[src/core/hfs_map.vh]
// Register numbers, field positions, factor codes and resets of the handwheel factor select block.
// Included by the design files. Holds definitions only.
`ifndef HFS_MAP_VH
`define HFS_MAP_VH

// ----------------------------------------------------------------
// Register numbers on the variable port
// ----------------------------------------------------------------
`define HFS_REG_WHEEL1_COUNT 4'h0
`define HFS_REG_WHEEL2_COUNT 4'h1
`define HFS_REG_WHEEL3_COUNT 4'h2
`define HFS_REG_WHEEL4_COUNT 4'h3
`define HFS_REG_BUTTON 4'h4
`define HFS_REG_MULT_SELECT 4'h5
`define HFS_REG_PRIORITY_CTRL 4'h6
`define HFS_REG_LINE_ANGLE 4'h7
`define HFS_REG_ARC_CENTRE_1 4'h8
`define HFS_REG_ARC_CENTRE_2 4'h9

// ----------------------------------------------------------------
// Field layout
// ----------------------------------------------------------------
`define HFS_AXES 9
`define HFS_FIELD_W 3
`define HFS_AXIS_BITS 27
`define HFS_PRIO_BIT 27
`define HFS_ENABLE_BIT 28

// ----------------------------------------------------------------
// Factor codes and resets
// ----------------------------------------------------------------
`define HFS_FACT_PANEL 2'h0
`define HFS_FACT_X1 2'h1
`define HFS_FACT_X10 2'h2
`define HFS_FACT_X100 2'h3
`define HFS_RST_WORD 32'h00000000
`define HFS_SYNC_RST 3'h0

`endif

[src/core/hfs_field_decode.v]
// One axis field decoder: three select bits to a factor code.
// Pure combinational; used twice per axis by the top module, once for each of the multiplier and priority words.
`timescale 1ns/1ps
`default_nettype none
`include "hfs_map.vh"

module hfs_field_decode (
   input wire [2:0] i_field,   // c b a bits of one axis
   output reg [1:0] o_factor,  // factor code
   output wire o_selected      // any bit set
);
   assign o_selected = |i_field;

   // ----------------------------------------------------------------
   // Lowest set bit wins
   // ----------------------------------------------------------------
   always @* begin
      if (i_field[0]) begin
         o_factor = `HFS_FACT_X1; // RULE4 RULE5
      end else if (i_field[1]) begin
         o_factor = `HFS_FACT_X10; // RULE4 RULE5
      end else if (i_field[2]) begin
         o_factor = `HFS_FACT_X100; // RULE4
      end else begin
         o_factor = `HFS_FACT_PANEL; // RULE4
      end
   end
endmodule // hfs_field_decode

`default_nettype wire

[src/core/hfs_top.v]
// Handwheel factor select: pulse counters, axis button, factor and priority handling.
// Pulses and button come from pins; the program reaches words by register number.
// Behaviour
// RULE1 - Four readable pulse counts since reset
// RULE2 - Readable axis button status, zero unpressed
// RULE3 - Nine 3-bit axis fields, X at lsb
// RULE4 - Field: 000 panel, a x1, b x10, c x100
// RULE5 - Several bits set: lowest set bit wins
// RULE6 - Sample factors on entering handwheel position
// RULE7 - Enable flag set uses priority wheel pulses
// RULE8 - Priority flag picks individual or general wheel
// RULE9 - Several axes: only highest priority moves; code holds only general wheel pulses to it, individual wheels move any axis
// RULE10 - Nonzero priority word forces handwheel mode
// RULE11 - Program supplies path angle and arc centre
`timescale 1ns/1ps
`default_nettype none
`include "hfs_map.vh"

module hfs_top (
   input wire i_clk,                 // 125 MHz clock
   input wire i_sys_rst,             // sync reset, high
   input wire [3:0] i_wheel_pulse,   // wheel pulse pins, 1..4
   input wire [3:0] i_wheel_dir,     // wheel direction pins, 1 = down
   input wire i_axis_button,         // axis selector button pin
   input wire i_prio_pulse,          // priority wheel pulse pin
   input wire i_prio_dir,            // priority wheel direction pin
   input wire [8:0] i_indiv_pulse,   // individual per-axis wheel pulses
   input wire [8:0] i_indiv_dir,     // individual per-axis directions
   input wire i_switch_wheel,        // mode switch in handwheel position
   input wire [1:0] i_panel_factor,  // front-panel factor code
   input wire i_wr,                  // register write strobe
   input wire [3:0] i_addr,          // register number
   input wire [31:0] i_wdata,        // write data
   output reg [31:0] o_rdata,        // read data
   output reg o_wheel_mode,          // handwheel mode active
   output reg [17:0] o_axis_factor,  // applied factor per axis
   output reg [8:0] o_axis_step,     // per-axis move pulse
   output reg [8:0] o_axis_dir,      // per-axis move direction
   output reg [31:0] o_line_angle,   // path line angle
   output reg [31:0] o_arc_centre_1, // arc centre first coordinate
   output reg [31:0] o_arc_centre_2  // arc centre second coordinate
);

   // ----------------------------------------------------------------
   // Pin synchronisers, three stages
   // ----------------------------------------------------------------
   // Three stages cost a cycle of latency but keep slow pin edges clean
   localparam NPIN = 29;
   wire [NPIN-1:0] pin_raw;
   reg [NPIN-1:0] sync1;
   reg [NPIN-1:0] sync2;
   reg [NPIN-1:0] sync3;
   reg [NPIN-1:0] pin_ok;
   reg [NPIN-1:0] pin_ok_d;
   // Packing order fixes the tap positions below
   assign pin_raw = {
      i_indiv_dir,   // 28:20
      i_indiv_pulse, // 19:11
      i_prio_dir,    // 10
      i_prio_pulse,  // 9
      i_axis_button, // 8
      i_wheel_dir,   // 7:4
      i_wheel_pulse  // 3:0
   };

   always @(posedge i_clk) begin
      if (i_sys_rst) begin
         sync1 <= {NPIN{1'b0}};
         sync2 <= {NPIN{1'b0}};
         sync3 <= {NPIN{1'b0}};
         pin_ok <= {NPIN{1'b0}};
         pin_ok_d <= {NPIN{1'b0}};
      end else begin
         sync1 <= pin_raw;
         sync2 <= sync1;
         sync3 <= sync2;
         // Accept a change only when stages two and three agree
         pin_ok <= (sync2 & sync3) | (pin_ok & (sync2 | sync3));
         pin_ok_d <= pin_ok;
      end
   end

   wire [3:0] wheel_edge = pin_ok[3:0] & ~pin_ok_d[3:0];
   wire [3:0] wheel_dn = pin_ok[7:4];
   wire button_lvl = pin_ok[8];
   wire prio_edge = pin_ok[9] & ~pin_ok_d[9];
   wire prio_dn = pin_ok[10];
   wire [8:0] indiv_edge = pin_ok[19:11] & ~pin_ok_d[19:11];
   wire [8:0] indiv_dn = pin_ok[28:20];

   // ----------------------------------------------------------------
   // Pulse counters
   // ----------------------------------------------------------------
   // Counts wrap at 32 bits; the program works with differences
   reg [31:0] wheel_count [0:3];
   reg button_pressed;
   integer k;

   always @(posedge i_clk) begin
      if (i_sys_rst) begin
         for (k = 0; k < 4; k = k + 1) begin
            wheel_count[k] <= `HFS_RST_WORD;
         end
         button_pressed <= 1'b0;
      end else begin
         for (k = 0; k < 4; k = k + 1) begin
            if (wheel_edge[k]) begin
               if (wheel_dn[k]) begin
                  wheel_count[k] <= wheel_count[k] - 32'h00000001; // RULE1
               end else begin
                  wheel_count[k] <= wheel_count[k] + 32'h00000001; // RULE1
               end
            end
         end
         button_pressed <= button_lvl; // RULE2
      end
   end

   // ----------------------------------------------------------------
   // Program-written words
   // ----------------------------------------------------------------
   reg [31:0] mult_select;
   reg [31:0] prio_ctrl;

   always @(posedge i_clk) begin
      if (i_sys_rst) begin
         mult_select <= `HFS_RST_WORD;
         prio_ctrl <= `HFS_RST_WORD;
         o_line_angle <= `HFS_RST_WORD;
         o_arc_centre_1 <= `HFS_RST_WORD;
         o_arc_centre_2 <= `HFS_RST_WORD;
      end else if (i_wr) begin
         if (i_addr == `HFS_REG_MULT_SELECT) begin
            mult_select <= {5'h00, i_wdata[`HFS_AXIS_BITS-1:0]}; // RULE3
         end else if (i_addr == `HFS_REG_PRIORITY_CTRL) begin
            prio_ctrl <= {3'h0, i_wdata[28:0]};
         end else if (i_addr == `HFS_REG_LINE_ANGLE) begin
            o_line_angle <= i_wdata; // RULE11
         end else if (i_addr == `HFS_REG_ARC_CENTRE_1) begin
            o_arc_centre_1 <= i_wdata; // RULE11
         end else if (i_addr == `HFS_REG_ARC_CENTRE_2) begin
            o_arc_centre_2 <= i_wdata; // RULE11
         end
      end
   end

   // ----------------------------------------------------------------
   // Field decoders for both words
   // ----------------------------------------------------------------
   wire [17:0] mult_fact;
   wire [17:0] prio_fact;
   wire [8:0] prio_sel;
   genvar g;
   generate
      for (g = 0; g < `HFS_AXES; g = g + 1) begin : g_dec
         hfs_field_decode u_mult (
            .i_field(mult_select[3*g+2:3*g]), // RULE3
            .o_factor(mult_fact[2*g+1:2*g]),
            .o_selected()
         );
         hfs_field_decode u_prio (
            .i_field(prio_ctrl[3*g+2:3*g]),
            .o_factor(prio_fact[2*g+1:2*g]),
            .o_selected(prio_sel[g])
         );
      end
   endgenerate

   // Highest-priority axis: lowest index wins
   wire [8:0] prio_axis = prio_sel & (~prio_sel + 9'h001); // RULE9
   wire prio_active = (prio_ctrl != `HFS_RST_WORD);
   wire prio_enable = prio_ctrl[`HFS_ENABLE_BIT];
   wire general_first = prio_ctrl[`HFS_PRIO_BIT];

   // ----------------------------------------------------------------
   // Mode and factor application
   // ----------------------------------------------------------------
   reg switch_wheel_d;
   reg [17:0] next_factor;
   integer a;

   always @* begin
      next_factor = o_axis_factor;
      for (a = 0; a < `HFS_AXES; a = a + 1) begin
         if (prio_active && prio_axis[a]) begin
            next_factor[2*a+:2] = (prio_fact[2*a+:2] == `HFS_FACT_PANEL) ?
               i_panel_factor : prio_fact[2*a+:2];
         end else if (i_switch_wheel && !switch_wheel_d) begin
            // Sampled only on entry to a handwheel position
            next_factor[2*a+:2] = (mult_fact[2*a+:2] == `HFS_FACT_PANEL) ?
               i_panel_factor : mult_fact[2*a+:2]; // RULE6 RULE4
         end
      end
   end

   always @(posedge i_clk) begin
      if (i_sys_rst) begin
         switch_wheel_d <= 1'b0;
         o_wheel_mode <= 1'b0;
         o_axis_factor <= 18'h00000;
      end else begin
         switch_wheel_d <= i_switch_wheel;
         o_wheel_mode <= prio_active | i_switch_wheel; // RULE10
         o_axis_factor <= next_factor; // RULE6
      end
   end

   // ----------------------------------------------------------------
   // Pulse routing to axes
   // ----------------------------------------------------------------
   reg [8:0] next_step;
   reg [8:0] next_dir;
   integer b;

   always @* begin
      next_step = 9'h000;
      next_dir = 9'h000;
      for (b = 0; b < `HFS_AXES; b = b + 1) begin
         if (prio_enable && prio_axis[b] && prio_edge) begin
            // General pulse; blocked when the individual wheel has precedence
            if (general_first || !indiv_edge[b]) begin
               next_step[b] = 1'b1; // RULE7 RULE8
               next_dir[b] = prio_dn;
            end
         end
         if (indiv_edge[b] && !(general_first && prio_enable && prio_axis[b] && prio_edge)) begin
            next_step[b] = 1'b1; // RULE8
            next_dir[b] = indiv_dn[b];
         end
         if (!o_wheel_mode) begin
            next_step[b] = 1'b0;
         end
      end
   end

   always @(posedge i_clk) begin
      if (i_sys_rst) begin
         o_axis_step <= 9'h000;
         o_axis_dir <= 9'h000;
      end else begin
         o_axis_step <= next_step;
         o_axis_dir <= next_dir;
      end
   end

   // ----------------------------------------------------------------
   // Read path
   // ----------------------------------------------------------------
   // Registered: data belongs to the address of the previous edge
   always @(posedge i_clk) begin
      if (i_sys_rst) begin
         o_rdata <= `HFS_RST_WORD;
      end else if (i_addr == `HFS_REG_WHEEL1_COUNT) begin
         o_rdata <= wheel_count[0]; // RULE1
      end else if (i_addr == `HFS_REG_WHEEL2_COUNT) begin
         o_rdata <= wheel_count[1];
      end else if (i_addr == `HFS_REG_WHEEL3_COUNT) begin
         o_rdata <= wheel_count[2];
      end else if (i_addr == `HFS_REG_WHEEL4_COUNT) begin
         o_rdata <= wheel_count[3];
      end else if (i_addr == `HFS_REG_BUTTON) begin
         o_rdata <= {31'h00000000, button_pressed}; // RULE2
      end else if (i_addr == `HFS_REG_MULT_SELECT) begin
         o_rdata <= mult_select;
      end else if (i_addr == `HFS_REG_PRIORITY_CTRL) begin
         o_rdata <= prio_ctrl;
      end else if (i_addr == `HFS_REG_LINE_ANGLE) begin
         o_rdata <= o_line_angle;
      end else if (i_addr == `HFS_REG_ARC_CENTRE_1) begin
         o_rdata <= o_arc_centre_1;
      end else if (i_addr == `HFS_REG_ARC_CENTRE_2) begin
         o_rdata <= o_arc_centre_2;
      end else begin
         o_rdata <= `HFS_RST_WORD;
      end
   end
endmodule // hfs_top

`default_nettype wire

[config.mk]
export PLATFORM = sky130hd
export DESIGN_NAME = hfs_top
export DESIGN_NICKNAME = d
export VERILOG_FILES = /design/src/core/hfs_field_decode.v /design/src/core/hfs_top.v
export VERILOG_INCLUDE_DIRS = /design/src /design/src/core
export SDC_FILE = /design/constraint.sdc
export NUM_CORES = 1
export LEC_CHECK = 0
export ABC_AREA = 1
export BUFFER_PORTS_ARGS = -buffer_cell sky130_fd_sc_hd__buf_2
export CAP_MARGIN = 20
export CORE_MARGIN = 2
export CORE_UTILIZATION = 55
export DETAILED_ROUTE_END_ITERATION = 16
export GPL_ROUTABILITY_DRIVEN = 0
export PLACE_DENSITY = 0.87
export SETUP_SLACK_MARGIN = 0.05
export SLEW_MARGIN = 15
export SYNTH_ARGS = -nofsm -noshare
export SYNTH_HDL_FRONTEND = slang
export SYNTH_SLANG_ARGS = --single-unit
[constraint.sdc]
create_clock -name i_clk -period 4 [get_ports i_clk]
set_input_delay 1 -clock i_clk [delete_from_list [all_inputs] [get_ports i_clk]]
set_output_delay 1 -clock i_clk [all_outputs]
set_load 0.01 [all_outputs]
==> metrics.txt <==
Comb power frac=0.111; CP max FO=just under 60; fillers=about 4200; Worst-Margin Slew=1.09 ns; # IOs=236; WL/cell=between 15 and 20 um; Root Buffer Master=clkbuf_16; Placeable Area=approximately 50000 um^2; clock slew at reported path FFs=about 0.060 ns; clk buf depth=3; largest net degree at the start of global routing=between 100 and 150; Distinct cells, synth=50; CP Class=in -> reg; CTS buffer count=between 50 and 60; final setup fails=0; most frequent cell after synthesis=nand2_1; Critical Path Sink Type=register; Internal=roughly 8600 uW; asr flop ratio synth=0; Synth Flop Type=dfxtp_1; clk_skew=between 0.015 and 0.02 ns; Commonest cells post-synth=nand2_1 (989), inv_1 (630), nor2_1 (504); Pre-Repair DR Iteration Count=7; clock share of power=0.439; GRT Overall Usage=0.326; worst skew pair latency=~0.62 ns; Cell Area, Placed=29300 um^2; unrepaired setup endpoints after global routing=false; Post-Syn Nets=approximately 4200; initial antenna violation count=3; crit path DAT=between 3 and 4 ns; maximum VDD drop=0.317 mV; crit path launch=i_addr[2]; final antenna-violating net count=0; WP data required=~4.5 ns; worst slew margin relative to its limit=0.275; top post-synthesis cells by area=dfxtp_1 (26%), edfxtp_1 (14%), nand2_1 (13%), inv_1 (8.6%), a21oi_1 (7.0%); vias per std cell=approximately 5.7; status=finished, final reports clean; clk sinks=481; r2r startpoint=pin_ok[0]; Hold EP=sync2[0]; CTS tree=built; hold path cells=2; Sw Share=0.265; port bufs=~240; Max-Cap Viols=0; Synth Register Bits=481; number of synthesized flops with an enable pin=128; sequential share of power=0.450; cts hold-fix bufs=0; DP HPWL=64700 um; 1st-iter DRT viols=3774; Hold Crit Start=sync1[0]; Slew Limit Fails=0; R2R setup slack=1.20 ns; top-area cell type share of the netlist area=0.257; Fmax=0.335 GHz; H-tree Lvls=2; Leakage=0.0144 uW; fraction of layout cells with a size suffix above 1=0.0938; NumNets Final=approximately 4400; post-route minimum period=roughly 3.0 ns; die height=~230 um; row count=just over 80; DRC=0; reg2reg end=wheel_count[0][31]; Total Die Area=about 52000 um^2; drt total wl=88000 um; Layout Area Growth over Synthesis=13.1%; type of the worst min-delay path=reg -> reg; Synth Instances=a little over 4000; Setup TNS=0 ns; Design Area, Final=31100 um^2; Post-Syn Area=around 28000 um^2; switching pwr=slightly above 3000 uW; CP startpoint kind=input port; Post-Syn Area per Cell=6.77 um^2; Seq/Total Area, Yosys=0.396; via count=28400; initial core utilization=0.560; # Post-CTS Setup Buffers=0; gr ovfl total=0; PwrDens=roughly 380 nW/um^2; Die Width=approximately 230 um; vias in the first global route=around 26000; Reg2Reg Depth=14; Tcrit/Tclk final=0.746; endpoints failing hold=0; wire length of the first global-routing pass=between 100000 and 150000 um; post-cts resize count=0; Yosys warnings=0; post-synth top area cell=dfxtp_1
-- registers in the layout, indices dropped and copies added, names as in the netlist, 15 cells and up --
register and flops:
o_line_angle 32, mult_select 27, sync2 29, pin_ok 29, o_arc_centre_2 32, wheel_count 128
pin_ok_d 15, o_rdata 32, prio_ctrl 29, sync3 29, sync1 29, o_axis_factor 18
o_arc_centre_1 32
-- critical path, cell delays in order --
cell and delay, ns:
buf_2 0.13, inv_2 0.04, nor2_1 0.57, nand3_1 0.22
inv_2 0.29, nand2_2 0.63, o21ai_0 0.47, a21oi_1 0.07
-- routing by layer --
layer  vias up  track usage  part of all wire
li1      13500            -                 -
met1     12700        0.414              0.38
met2      1793        0.504              0.43
met3       422       0.0697              0.12
met4         2        0.208             0.075
met5         -            0          0.000091
-- cells by family (layout without fill, tap and decap cells) --
| logic type | count (synthesis) | after routing | synth area share |
|---|---|---|---|
| and+or+nand+nor | 1872 | 1872 | 0.280 |
| buffers and inverters | 781 | 1013 | 0.110 |
| DFF | 481 | 481 | 0.396 |
| AOI/OAI and AO/OA | 795 | 795 | 0.155 |
| other | 0 | 2 | 0 |
| adders and majority gates | 107 | 107 | 0.0494 |
| xor gates and xnor gates | 29 | 29 | 0.00922 |
-- placed cells by master (no fill, tap or decap), drive strengths merged, types with 6 or more instances in the layout --
| master | instances |
|---|---|
| inv | 638 |
| edfxtp | 128 |
| clkbuf | 77 |
| and2 | 6 |
| a31oi | 10 |
| nor4 | 8 |
| a211oi | 8 |
| nor2 | 524 |
| o31ai | 7 |
| o21ai | 295 |
| buf | 276 |
| o21a | 14 |
| xor2 | 24 |
| o211ai | 30 |
| a21oi | 385 |
| nand2 | 995 |
| o22ai | 8 |
| o21bai | 30 |
| bufinv | 6 |
| nand3 | 219 |
| nor3 | 58 |
| dfxtp | 353 |
| ha | 104 |
| nand4 | 54 |
| clkinv | 16 |
-- cell type report --
| class | count | area (um^2) | area share |
|---|---|---|---|
| antenna | 2 | 5.00 | 0.000161 |
| clock buffer | 77 | 1550 | 0.0497 |
| clock inverter | 19 | 288 | 0.00924 |
| inverter | 641 | 2410 | 0.0773 |
| multi-input combinational | 2803 | 13600 | 0.437 |
| sequential | 481 | 10900 | 0.350 |
| tap | 664 | 831 | 0.0267 |
| timing repair buffer | 276 | 1550 | 0.0499 |
-- per-stage QoR --
stage / total power, uW / setup WS (ns) / hold WS, ns / utilization / std cells
floorplan: 6160 / 0.103 / 0.388 / - / 4065
global placement: 6580 / 0.498 / 0.392 / 0.596 / 4865
detailed placement: 6600 / 0.472 / 0.394 / 0.596 / 4865
CTS: 11700 / 1.11 / 0.401 / 0.633 / 4961
global route: 12100 / 0.791 / 0.412 / 0.633 / 4961
finish: 11700 / 1.01 / 0.397 / 0.634 / 4963
-- worst max path at each step --
stage                                     to  slack [ns]  cells past startpoint
after floorplan           wheel_count[1][28]        0.10                     11
after global placement    wheel_count[1][28]        0.50                     12
after detailed placement  wheel_count[1][28]        0.47                     12
after CTS                 wheel_count[1][28]        1.11                     12
after global routing      wheel_count[1][28]        0.79                     12
final                          prio_ctrl[18]        1.01                      8
-- power groups by stage --
stage | logic [uW] | clock network (uW) | registers, uW
after global placement | 1220 | 0 | 5360
after CTS | 1250 | 5150 | 5260
after global routing | 1420 | 5360 | 5280
final | 1300 | 5130 | 5270
after floorplan | 820 | 0 | 5340
after detailed placement | 1240 | 0 | 5360
No activity file was read; power rests on OpenSTA's default activity.
